[config.mk]
export PLATFORM = sky130hd
export DESIGN_NAME = plc_host
export DESIGN_NICKNAME = d
export VERILOG_FILES = /design/src/logic/plc_pkg.sv /design/src/logic/plc_host.sv
export SDC_FILE = /design/constraint.sdc
export NUM_CORES = 1
export LEC_CHECK = 0
export BUFFER_PORTS_ARGS = -buffer_cell sky130_fd_sc_hd__buf_2
export CORE_AREA = 2 2 82 84
export CTS_CLUSTER_DIAMETER = 50
export DETAILED_ROUTE_END_ITERATION = 8
export DIE_AREA = 0 0 84 86
export HOLD_SLACK_MARGIN = 0.06
export SLEW_MARGIN = 20
export SYNTH_ARGS = -nofsm -noshare
export SYNTH_HDL_FRONTEND = slang
export SYNTH_SLANG_ARGS = --single-unit
[constraint.sdc]
create_clock -name ref_clk -period 3.26 [get_ports ref_clk]
set_clock_uncertainty 0.05 [all_clocks]
set_input_delay 0.163 -clock ref_clk [delete_from_list [all_inputs] [get_ports ref_clk]]
set_output_delay 0.163 -clock ref_clk [all_outputs]
set_load 0.02 [all_outputs]
[src/logic/plc_pkg.sv]
// Purpose: Constants for the pulse-count LED current host controller.
// Assumes: ref_clk at 50 MHz.
// Notes:   Times kept in their printed unit; cycle counts derived here.
package plc_pkg;
  localparam int CLK_MHZ          = 50;
  localparam int CLK_PERIOD_NS    = 20;
  // Latch pause and off timeout, microseconds.
  localparam int LATCH_PAUSE_US   = 500;
  localparam int OFF_TIME_US      = 500;
  // Low phase between pulses: 0.3 us min, 75 us max.
  localparam int LOW_MIN_NS       = 300;
  localparam int LOW_MAX_US       = 75;
  // High phase: 50 ns min, 75 us max.
  localparam int HIGH_MIN_NS      = 50;
  localparam int HIGH_MAX_US      = 75;
  // Fastest toggle rate, kHz (period 1000 ns).
  localparam int RATE_MAX_KHZ     = 1000;
  localparam int RATE_PERIOD_NS   = 1000000 / RATE_MAX_KHZ;
  // Least times round up; a pulse phase is half the fastest period.
  localparam int LOW_MIN_CYC  = (LOW_MIN_NS + CLK_PERIOD_NS - 1)
                                / CLK_PERIOD_NS;
  localparam int HALF_PER_CYC = (RATE_PERIOD_NS / 2 + CLK_PERIOD_NS - 1)
                                / CLK_PERIOD_NS;
  localparam int HIGH_MIN_CYC = (HIGH_MIN_NS + CLK_PERIOD_NS - 1)
                                / CLK_PERIOD_NS;
  localparam int LOW_CYC  = (HALF_PER_CYC > LOW_MIN_CYC) ?
                            HALF_PER_CYC : LOW_MIN_CYC;
  localparam int HIGH_CYC = (HALF_PER_CYC > HIGH_MIN_CYC) ?
                            HALF_PER_CYC : HIGH_MIN_CYC;
  // Longest times round down.
  localparam int LOW_MAX_CYC  = LOW_MAX_US * CLK_MHZ;
  localparam int HIGH_MAX_CYC = HIGH_MAX_US * CLK_MHZ;
  // Pauses the host must exceed; one spare cycle beyond the figure.
  localparam int LATCH_CYC    = LATCH_PAUSE_US * CLK_MHZ + 1;
  localparam int OFF_CYC      = OFF_TIME_US * CLK_MHZ + 1;
  localparam int CNT_W        = 16;
  localparam int LEVEL_W      = 6;
  localparam int LEVEL_MAX    = 32;
  // Current step in tenths of mA for level 1 (full scale).
  localparam int FULL_SCALE_TENTH_MA = 302;
endpackage

[src/logic/plc_host.sv]
// Purpose: Host that programs the three-sink LED driver over its one wire.
// Assumes: The driver counts rising edges and latches after a high pause.
// Notes:   Level 0 requests shutdown; levels 1..32 are sent as edge bursts.
//
// Operation
// - Host ends each burst holding the line high past 500 us.
// - Host keeps low phases inside a burst between 0.3 us and 75 us.
// - Host keeps each high phase at least 50 ns.
// - Host keeps high phases inside a burst at most 75 us.
// - Host toggles the line no faster than 1 MHz.
`timescale 1ns/1ns
module plc_host (
  // Clock and reset.
  input  wire logic                        ref_clk,
  input  wire logic                        srst,
  // Request port.
  input  wire logic                        req_valid,
  input  wire logic [plc_pkg::LEVEL_W-1:0] req_level,
  output logic                             req_ready,
  // Status.
  output logic                             busy,
  output logic [plc_pkg::LEVEL_W-1:0]      level_applied,
  // Single wire to the driver enable pin.
  output logic                             en_line
);
  import plc_pkg::*;

  typedef enum {ST_IDLE, ST_OFF, ST_PRELOW, ST_HIGH, ST_LOW, ST_LATCH}
    plc_state_t;

  plc_state_t               state_reg, state_next;
  logic [CNT_W-1:0]         cnt_reg, cnt_next;
  logic [LEVEL_W-1:0]       left_reg, left_next;
  logic [LEVEL_W-1:0]       tgt_reg, tgt_next;
  logic [LEVEL_W-1:0]       appl_reg, appl_next;
  logic                     line_reg, line_next;

  // Out-of-range requests are clamped, as the driver would saturate anyway.
  function automatic logic [LEVEL_W-1:0] clamp_level(
      input logic [LEVEL_W-1:0] lv);
    clamp_level = (lv > LEVEL_W'(LEVEL_MAX)) ? LEVEL_W'(LEVEL_MAX) : lv;
  endfunction

  ////////////////////////////////////////////////////////////////////////////
  // Every new level starts from shutdown so the edge count is absolute;
  // this costs one off pause per change but needs no knowledge of state.
  always_comb begin
    state_next = state_reg;
    cnt_next   = cnt_reg;
    left_next  = left_reg;
    tgt_next   = tgt_reg;
    appl_next  = appl_reg;
    line_next  = line_reg;
    case (state_reg)
      ST_IDLE: begin
        if (req_valid) begin
          tgt_next   = clamp_level(req_level);
          line_next  = 1'b0;
          cnt_next   = '0;
          state_next = ST_OFF;
        end
      end
      ST_OFF: begin
        cnt_next = cnt_reg + 1'b1;
        if (cnt_reg == CNT_W'(OFF_CYC - 1)) begin
          cnt_next = '0;
          if (tgt_reg == '0) begin
            appl_next  = '0;
            state_next = ST_IDLE;
          end else begin
            left_next  = tgt_reg;
            line_next  = 1'b1;
            state_next = ST_HIGH;
          end
        end
      end
      ST_HIGH: begin
        cnt_next = cnt_reg + 1'b1;
        if (left_reg == 6'h01) begin
          state_next = ST_LATCH;
        end else if (cnt_reg == CNT_W'(HIGH_CYC - 1)) begin
          cnt_next   = '0;
          line_next  = 1'b0;
          left_next  = left_reg - 1'b1;
          state_next = ST_LOW;
        end
      end
      ST_LOW: begin
        cnt_next = cnt_reg + 1'b1;
        if (cnt_reg == CNT_W'(LOW_CYC - 1)) begin
          cnt_next   = '0;
          line_next  = 1'b1;
          state_next = ST_HIGH;
        end
      end
      ST_LATCH: begin
        cnt_next = cnt_reg + 1'b1;
        if (cnt_reg == CNT_W'(LATCH_CYC - 1)) begin
          cnt_next   = '0;
          appl_next  = tgt_reg;
          state_next = ST_IDLE;
        end
      end
      default: begin
        state_next = ST_IDLE;
      end
    endcase
  end

  always_ff @(posedge ref_clk) begin
    if (srst) begin
      state_reg <= ST_IDLE;
      cnt_reg   <= '0;
      left_reg  <= '0;
      tgt_reg   <= '0;
      appl_reg  <= '0;
      line_reg  <= 1'b0;
    end else begin
      state_reg <= state_next;
      cnt_reg   <= cnt_next;
      left_reg  <= left_next;
      tgt_reg   <= tgt_next;
      appl_reg  <= appl_next;
      line_reg  <= line_next;
    end
  end

  assign req_ready     = (state_reg == ST_IDLE);
  assign busy          = (state_reg != ST_IDLE);
  assign level_applied = appl_reg;
  assign en_line       = line_reg;

  ////////////////////////////////////////////////////////////////////////////
  // Helper: length of the current phase of the line.
  // Seen at an edge, run_reg is the cycles the line held its previous
  // level. It sticks at its top value, so a long idle low phase cannot
  // wrap round and make a later off pause look short.
  logic [CNT_W-1:0] run_reg, run_next;
  logic             line_d_reg;
  always_comb begin
    run_next = run_reg + 1'b1;
    if (line_reg != line_d_reg) begin
      run_next = CNT_W'(1);
    end else if (run_reg == '1) begin
      run_next = run_reg;
    end
  end

  always_ff @(posedge ref_clk) begin
    if (srst) begin
      run_reg    <= '0;
      line_d_reg <= 1'b0;
    end else begin
      line_d_reg <= line_reg;
      run_reg    <= run_next;
    end
  end

  property p_low_len;
    @(posedge ref_clk) disable iff (srst)
      ($rose(line_reg) && $past(state_reg) == ST_LOW) |->
        (run_reg >= CNT_W'(LOW_MIN_CYC) && run_reg <= CNT_W'(LOW_MAX_CYC));
  endproperty
  a_low_len: assert property (p_low_len)
    else $error("Low phase out of range.");

  property p_high_min;
    @(posedge ref_clk) disable iff (srst)
      $fell(line_reg) && busy |-> run_reg >= CNT_W'(HIGH_MIN_CYC);
  endproperty
  a_high_min: assert property (p_high_min)
    else $error("High phase too short.");

  property p_high_max;
    @(posedge ref_clk) disable iff (srst)
      (state_reg == ST_HIGH && line_d_reg) |->
        run_reg <= CNT_W'(HIGH_MAX_CYC);
  endproperty
  a_high_max: assert property (p_high_max)
    else $error("High phase inside burst too long.");

  property p_rate;
    @(posedge ref_clk) disable iff (srst)
      $rose(line_reg) && $past(state_reg) == ST_LOW |->
        $past(line_reg, LOW_CYC)
        == 1'b0;
  endproperty
  a_rate: assert property (p_rate)
    else $error("Line toggled faster than allowed.");

  property p_latch;
    @(posedge ref_clk) disable iff (srst)
      (state_reg == ST_LATCH && state_next == ST_IDLE) |->
        line_reg && run_reg >= CNT_W'(LATCH_CYC - 1);
  endproperty
  a_latch: assert property (p_latch)
    else $error("Latch pause too short.");

  property p_apply_hold;
    @(posedge ref_clk) disable iff (srst)
      (state_reg != ST_LATCH && state_reg != ST_OFF) |=> $stable(appl_reg);
  endproperty
  a_apply_hold: assert property (p_apply_hold)
    else $error("Applied level changed outside a latch.");

  property p_off;
    @(posedge ref_clk) disable iff (srst)
      (state_reg == ST_OFF && state_next != ST_OFF) |->
        !line_reg && run_reg >= CNT_W'(OFF_CYC - 1);
  endproperty
  a_off: assert property (p_off)
    else $error("Off pause too short.");

  property p_clamp;
    @(posedge ref_clk) disable iff (srst)
      appl_reg <= LEVEL_W'(LEVEL_MAX);
  endproperty
  a_clamp: assert property (p_clamp)
    else $error("Level above 32.");
endmodule

# Word level (Yosys, flattened, before mapping)
# Cells that the tools add are included.
# classes
order_cmp	1
n_eq_ne	16
mux	30
addsub	2
reduce_logical	15
# ops
op	count
$mux 32	6
$pmux 32 s5	1
$eq 32x3->1 const B	2
$logic_not 32->1	2
$mux 16	4
$pmux 16 s4	1
$mux 6	8
$eq 32x1->1 const B	1
$eq 32x2->1 const B	1
$reduce_bool 32->1	1
$pmux 6 s2	2
$add 16x1->16 const B	1
$eq 16x15->1 const B	1
$eq 16x5->1 const B	1
$ne 2x2->1 const B	8
$reduce_and 5->1	2
$reduce_bool 4->1	2
$reduce_and 7->1	1
$eq 6x1->1 const B	1
$gt 6x6->1 const B	1
$logic_not 6->1	1
$mux 1	6
$sub 6x1->6 const B	1
$pmux 1 s4	1
6 further kinds	8
# word_totals
word_cells	70
ff_bits	67
out_inout_bits	9
input_bits	9

# Depth between registers and ports, before layout
# depth
depth_word	4
depth_mapped	9
ltp_nobuf	7

# Worst setup path after synthesis
# Ideal clock, no wire load.
# synth_path
path_type	reg-to-reg
startpoint	reg cnt_reg[7]
endpoint	reg cnt_reg[15]
path_slack_ns	1.306
synth_period_minus_slack_ns	1.954
setup_ns	0.129
path_stages_with_launch	7
n_path_buf	1
required_ns	3.081
arrival_ns	1.775
path_cell_list	dfxtp_1 -> buf_6 -> or4b_4 -> a2111oi_4 -> a22oi_1 -> a221oi_1 -> o32ai_1
# synth_via
elab_chain_cells	4
elab_cells_between_ends	7
cone_classes	1 x add/sub; 2 x eq/ne; 4 x mux
# synth_lines
item	line	source
start, declared	plc_host.sv:32	logic [CNT_W-1:0] cnt_reg, cnt_next;
start signal, assigned	plc_host.sv:120	cnt_reg <= cnt_next;
$add 16x1->16 or $eq 16x5->1 (tied branches)	n/a	
$mux 16	plc_host.sv:81, plc_host.sv:90	
$mux 16	plc_host.sv:79	if (left_reg == 6'h01) begin
$pmux 16 s4 *	plc_host.sv:54	case (state_reg)
# Mark *: on every way between the ends. The rest lies on a longest branch, timed or not.
# A chain may end at the register's enable or synchronous reset.

# Worst setup path after layout
# layout_path
startpoint	reg cnt_reg[0]
endpoint	reg cnt_reg[2]
# Same word-level chain as after synthesis.

==> impl.org <==
** Finish
- The final layout contains 328 nets.
- Share of layout cells above drive strength 1 :: 12.7%
- Number of standard cells in the final layout excluding fillers :: 393
- The register with the most flip-flops in the layout has 16 of them.
- The library cell used most frequently in the layout, excluding fill and tap cells, is sky130_fd_sc_hd__dfxtp_1.
- Leaving out fill and tap cells, the most frequent cells in the layout are 38 x sky130_fd_sc_hd__dfxtp_1, 36 x sky130_fd_sc_hd__nand2_1, 28 x sky130_fd_sc_hd__a21oi_1, 27 x sky130_fd_sc_hd__nor2_1, 17 x sky130_fd_sc_hd__buf_2.
- Relative to the synthesized area, the layout overhead comes to 7.77%.
- 0 antenna diodes ended up in the layout.

** Die
- Area enclosed by the die boundary :: 7220 sq um
- Measured along the x axis, the die boundary spans 84 microns.
- The die is 86 microns tall.
- The core region is 6280 sq um.
- Boundary Pins :: 18
- For this configuration, the core starts out at a cell density of 39.2%.
- The floorplan has 29 rows.

** Yosys
- Counting distinct cell types in the post-synthesis netlist gives 60.
- Summed over all instances, the cell type with the most area after synthesis is sky130_fd_sc_hd__dfxtp_1.
- Number of flops mapped to enable cells by yosys :: 0
- For this run, the number of Yosys warnings is 0.
- Async SR Flop Fraction :: 0%
- Net count after synthesis :: 326
- Count of mapped cells out of synthesis :: 313
- Ranking of synthesized cells by area :: sky130_fd_sc_hd__dfxtp_1 31%, sky130_fd_sc_hd__a21oi_1 5.7%, sky130_fd_sc_hd__nand2_1 5.5%, sky130_fd_sc_hd__nor2_1 4.1%, sky130_fd_sc_hd__o311ai_0 3.6%
- Synth Register Bits :: 38
- Part of the Yosys area used for sequential elements :: 30.9%
- The most used flip-flop cell after synthesis is sky130_fd_sc_hd__dfxtp_1.
- Average cell area after synthesis :: 7.87 sq um
- Area share of the leading cell type in the synthesized netlist :: 30.9%
- The synthesized netlist occupies a cell area of 2460 sq um.

** Worst setup path
- Setup crit end kind :: flop
- Crit-path max FO :: 13
- The critical path in this run is classified as flop to flop.
- List of cells traversed by the critical path :: inv_1 > ha_1 > nor4b_1 > and4_1 > nor2_1 > o31ai_4 > o211ai_1
- Data on the critical path is required at its endpoint by 3.42 ns.
- In this design, the stage delay of the slowest critical-path cell is 0.75 ns.
- Startpoint kind of the worst setup timing path :: flop
- Critical Path Slowest Stage Cell :: sky130_fd_sc_hd__nor2_1
- Critical path arrival :: 2.62 ns

** Placed design
- At the end of routability-driven placement, the weighted congestion stood at 0.782.
- Count of input and output buffers :: 17
- The HPWL after detailed placement is 4280 microns.
- Cells after DPL :: 385

** Clock tree
- Post-cts gate resize count :: 0
- H-tree depth :: 2
- The tree is rooted in a sky130_fd_sc_hd__clkbuf_8.
- Clock tree from TritonCTS :: done
- The clock net in this run drives a total of 38 sinks.
- Buffers inserted during clock tree synthesis total 5.
- After clock tree synthesis, the flow added hold-fix buffers numbering 0.
- The clock reaches the later pin of the worst-skew pair after 0.29 ns.
- Maximum clock insertion buffer count :: 2
- Clock-pin slew was measured on the worst setup and hold paths at 0.07 ns.
- Buffers added to address setup during post-CTS repair amount to 0.

** Global routing
- Largest net degree at the start of global routing :: 34
- Total grt overflow :: 0
- The initial antenna violation count is 0.
- Via count of the first global-routing pass :: 2136
- Global routing used 16.9% of the available tracks.
- Wire length of the first global-routing pass :: 10200 microns

** STA
- The number of hold-slack violations in the final timing report came to 0.
- Max-Slew Margin vs Limit :: 36.0%
- The clock period could shrink to 2.47 ns.
- The max-slew violation count came to 0.
- Setup violations remaining at the end of the flow were counted as 0.
- Setup repair after global routing left no endpoint under its margin.
- In the finished design, the share of the clock period the worst path needs comes to 75.7%.
- After routing, the total negative slack on setup checks comes to 0 ns.
- At the pin with the least slew margin, the transition time is 0.956 ns.
- Achievable Freq :: 405 MHz

** Routing
- Iter 0 DRT Violations :: 198
- Detailed-route DRC error count :: 0
- For this block, the routed nets add up to 6110 microns of wire.
- Routed len/inst :: 15.6 microns
- Across all layers, the routed design uses 2353 vias.
- Drt first pass iters :: 4
- Number of nets with antenna violations after routing :: 0
- Using the TritonRoute via totals, the vias-per-cell ratio works out to 5.99.

** Hold path
- Hold/Removal Path Class :: primary input to flop

** Power
- Summed over all cells, the static leakage comes to 0.903 nW.
- Power spread over the standard cell area amounts to 372 nW/um^2.
- Maximum vdd ir drop :: 0.241 mV

** Job
- Total of max-cap violations :: 0

** Outcome
- Status :: completed
stage by stage:
step	worst slack [ns]	power (mW)	hold slack, ns	cell area, sq um	util (%)
after global routing	0.622	1.03	0.142	2650	42.3
after floorplan	1.31	0.574	0.260	2460	-
after CTS	0.820	1.00	0.120	2650	42.3
final	0.792	0.988	0.125	2650	42.3
after global placement	0.879	0.603	0.388	2550	40.6
after detailed placement	0.839	0.603	0.396	2550	40.6
cells by family (layout without fill, tap and decap cells):
group | Yosys count | after routing | synth area share, %
fa+ha+maj | 4 | 4 | 2.03
simple gates | 140 | 140 | 31.6
flops | 38 | 38 | 30.9
compound gates | 91 | 91 | 27.2
buf+inv | 35 | 38 | 6.35
mux | 3 | 3 | 1.22
xor+xnor | 2 | 2 | 0.712
worst paths after layout:
kind                    startpoint  slack (ns)                to  cells past startpoint
setup reg to reg        cnt_reg[0]        0.79        cnt_reg[2]                      7
hold / removal        req_level[5]        0.13        tgt_reg[5]                      3
hold reg to reg   level_applied[3]        0.40  level_applied[3]                      2
setup / recovery        cnt_reg[0]        0.79        cnt_reg[2]                      7
routing by layer:
| layer | vias up | GRT usage, % | wire (microns) |
|---|---|---|---|
| met5 | - | 0 | 0 |
| met4 | 0 | 4.25 | 50 |
| met3 | 4 | 2.69 | 358 |
| met2 | 69 | 25.5 | 2640 |
| met1 | 1095 | 25.2 | 3060 |
| li1 | 1185 | - | - |
cells in the mapped netlist (all sizes together), types with 4 or more instances:
| master | n |
|---|---|
| ha | 4 |
| and3 | 7 |
| o211ai | 7 |
| clkbuf | 12 |
| nand3 | 15 |
| o31ai | 6 |
| and4 | 4 |
| nor3b | 7 |
| nand2 | 37 |
| nand4 | 7 |
| a21oi | 30 |
| dfxtp | 38 |
| and2 | 6 |
| a31oi | 7 |
| nor3 | 4 |
| inv | 9 |
| o311ai | 16 |
| buf | 13 |
| nor4 | 8 |
| nand2b | 4 |
| nor2 | 28 |
| o21ai | 8 |
layout make-up:
type | count | area [sq um]
clock inverter | 1 | 30.0
multi-input combinational | 240 | 1550
inverter | 10 | 37.5
clock buffer | 7 | 76.3
fill | 646 | 3620
timing repair buffer | 20 | 108
sequential | 38 | 761
tap | 77 | 96.3
power breakdown:
part           leakage (nW)  internal [mW]  total (mW)  switching [mW]
clock                0.0524          0.229       0.392           0.163
sequential            0.307          0.471       0.483          0.0116
combinational         0.543         0.0384       0.113          0.0743
worst max-delay path: cells and delay by family (launching register included):
family                     cells  cell delay (ns)
AOI/OAI and AO/OA              2             0.44
adders and majority gates      1             0.24
buffers and inverters          1             0.09
DFF                            1             0.38
and+or+nand+nor                3             1.19
No activity file was read; power rests on OpenSTA's default activity.
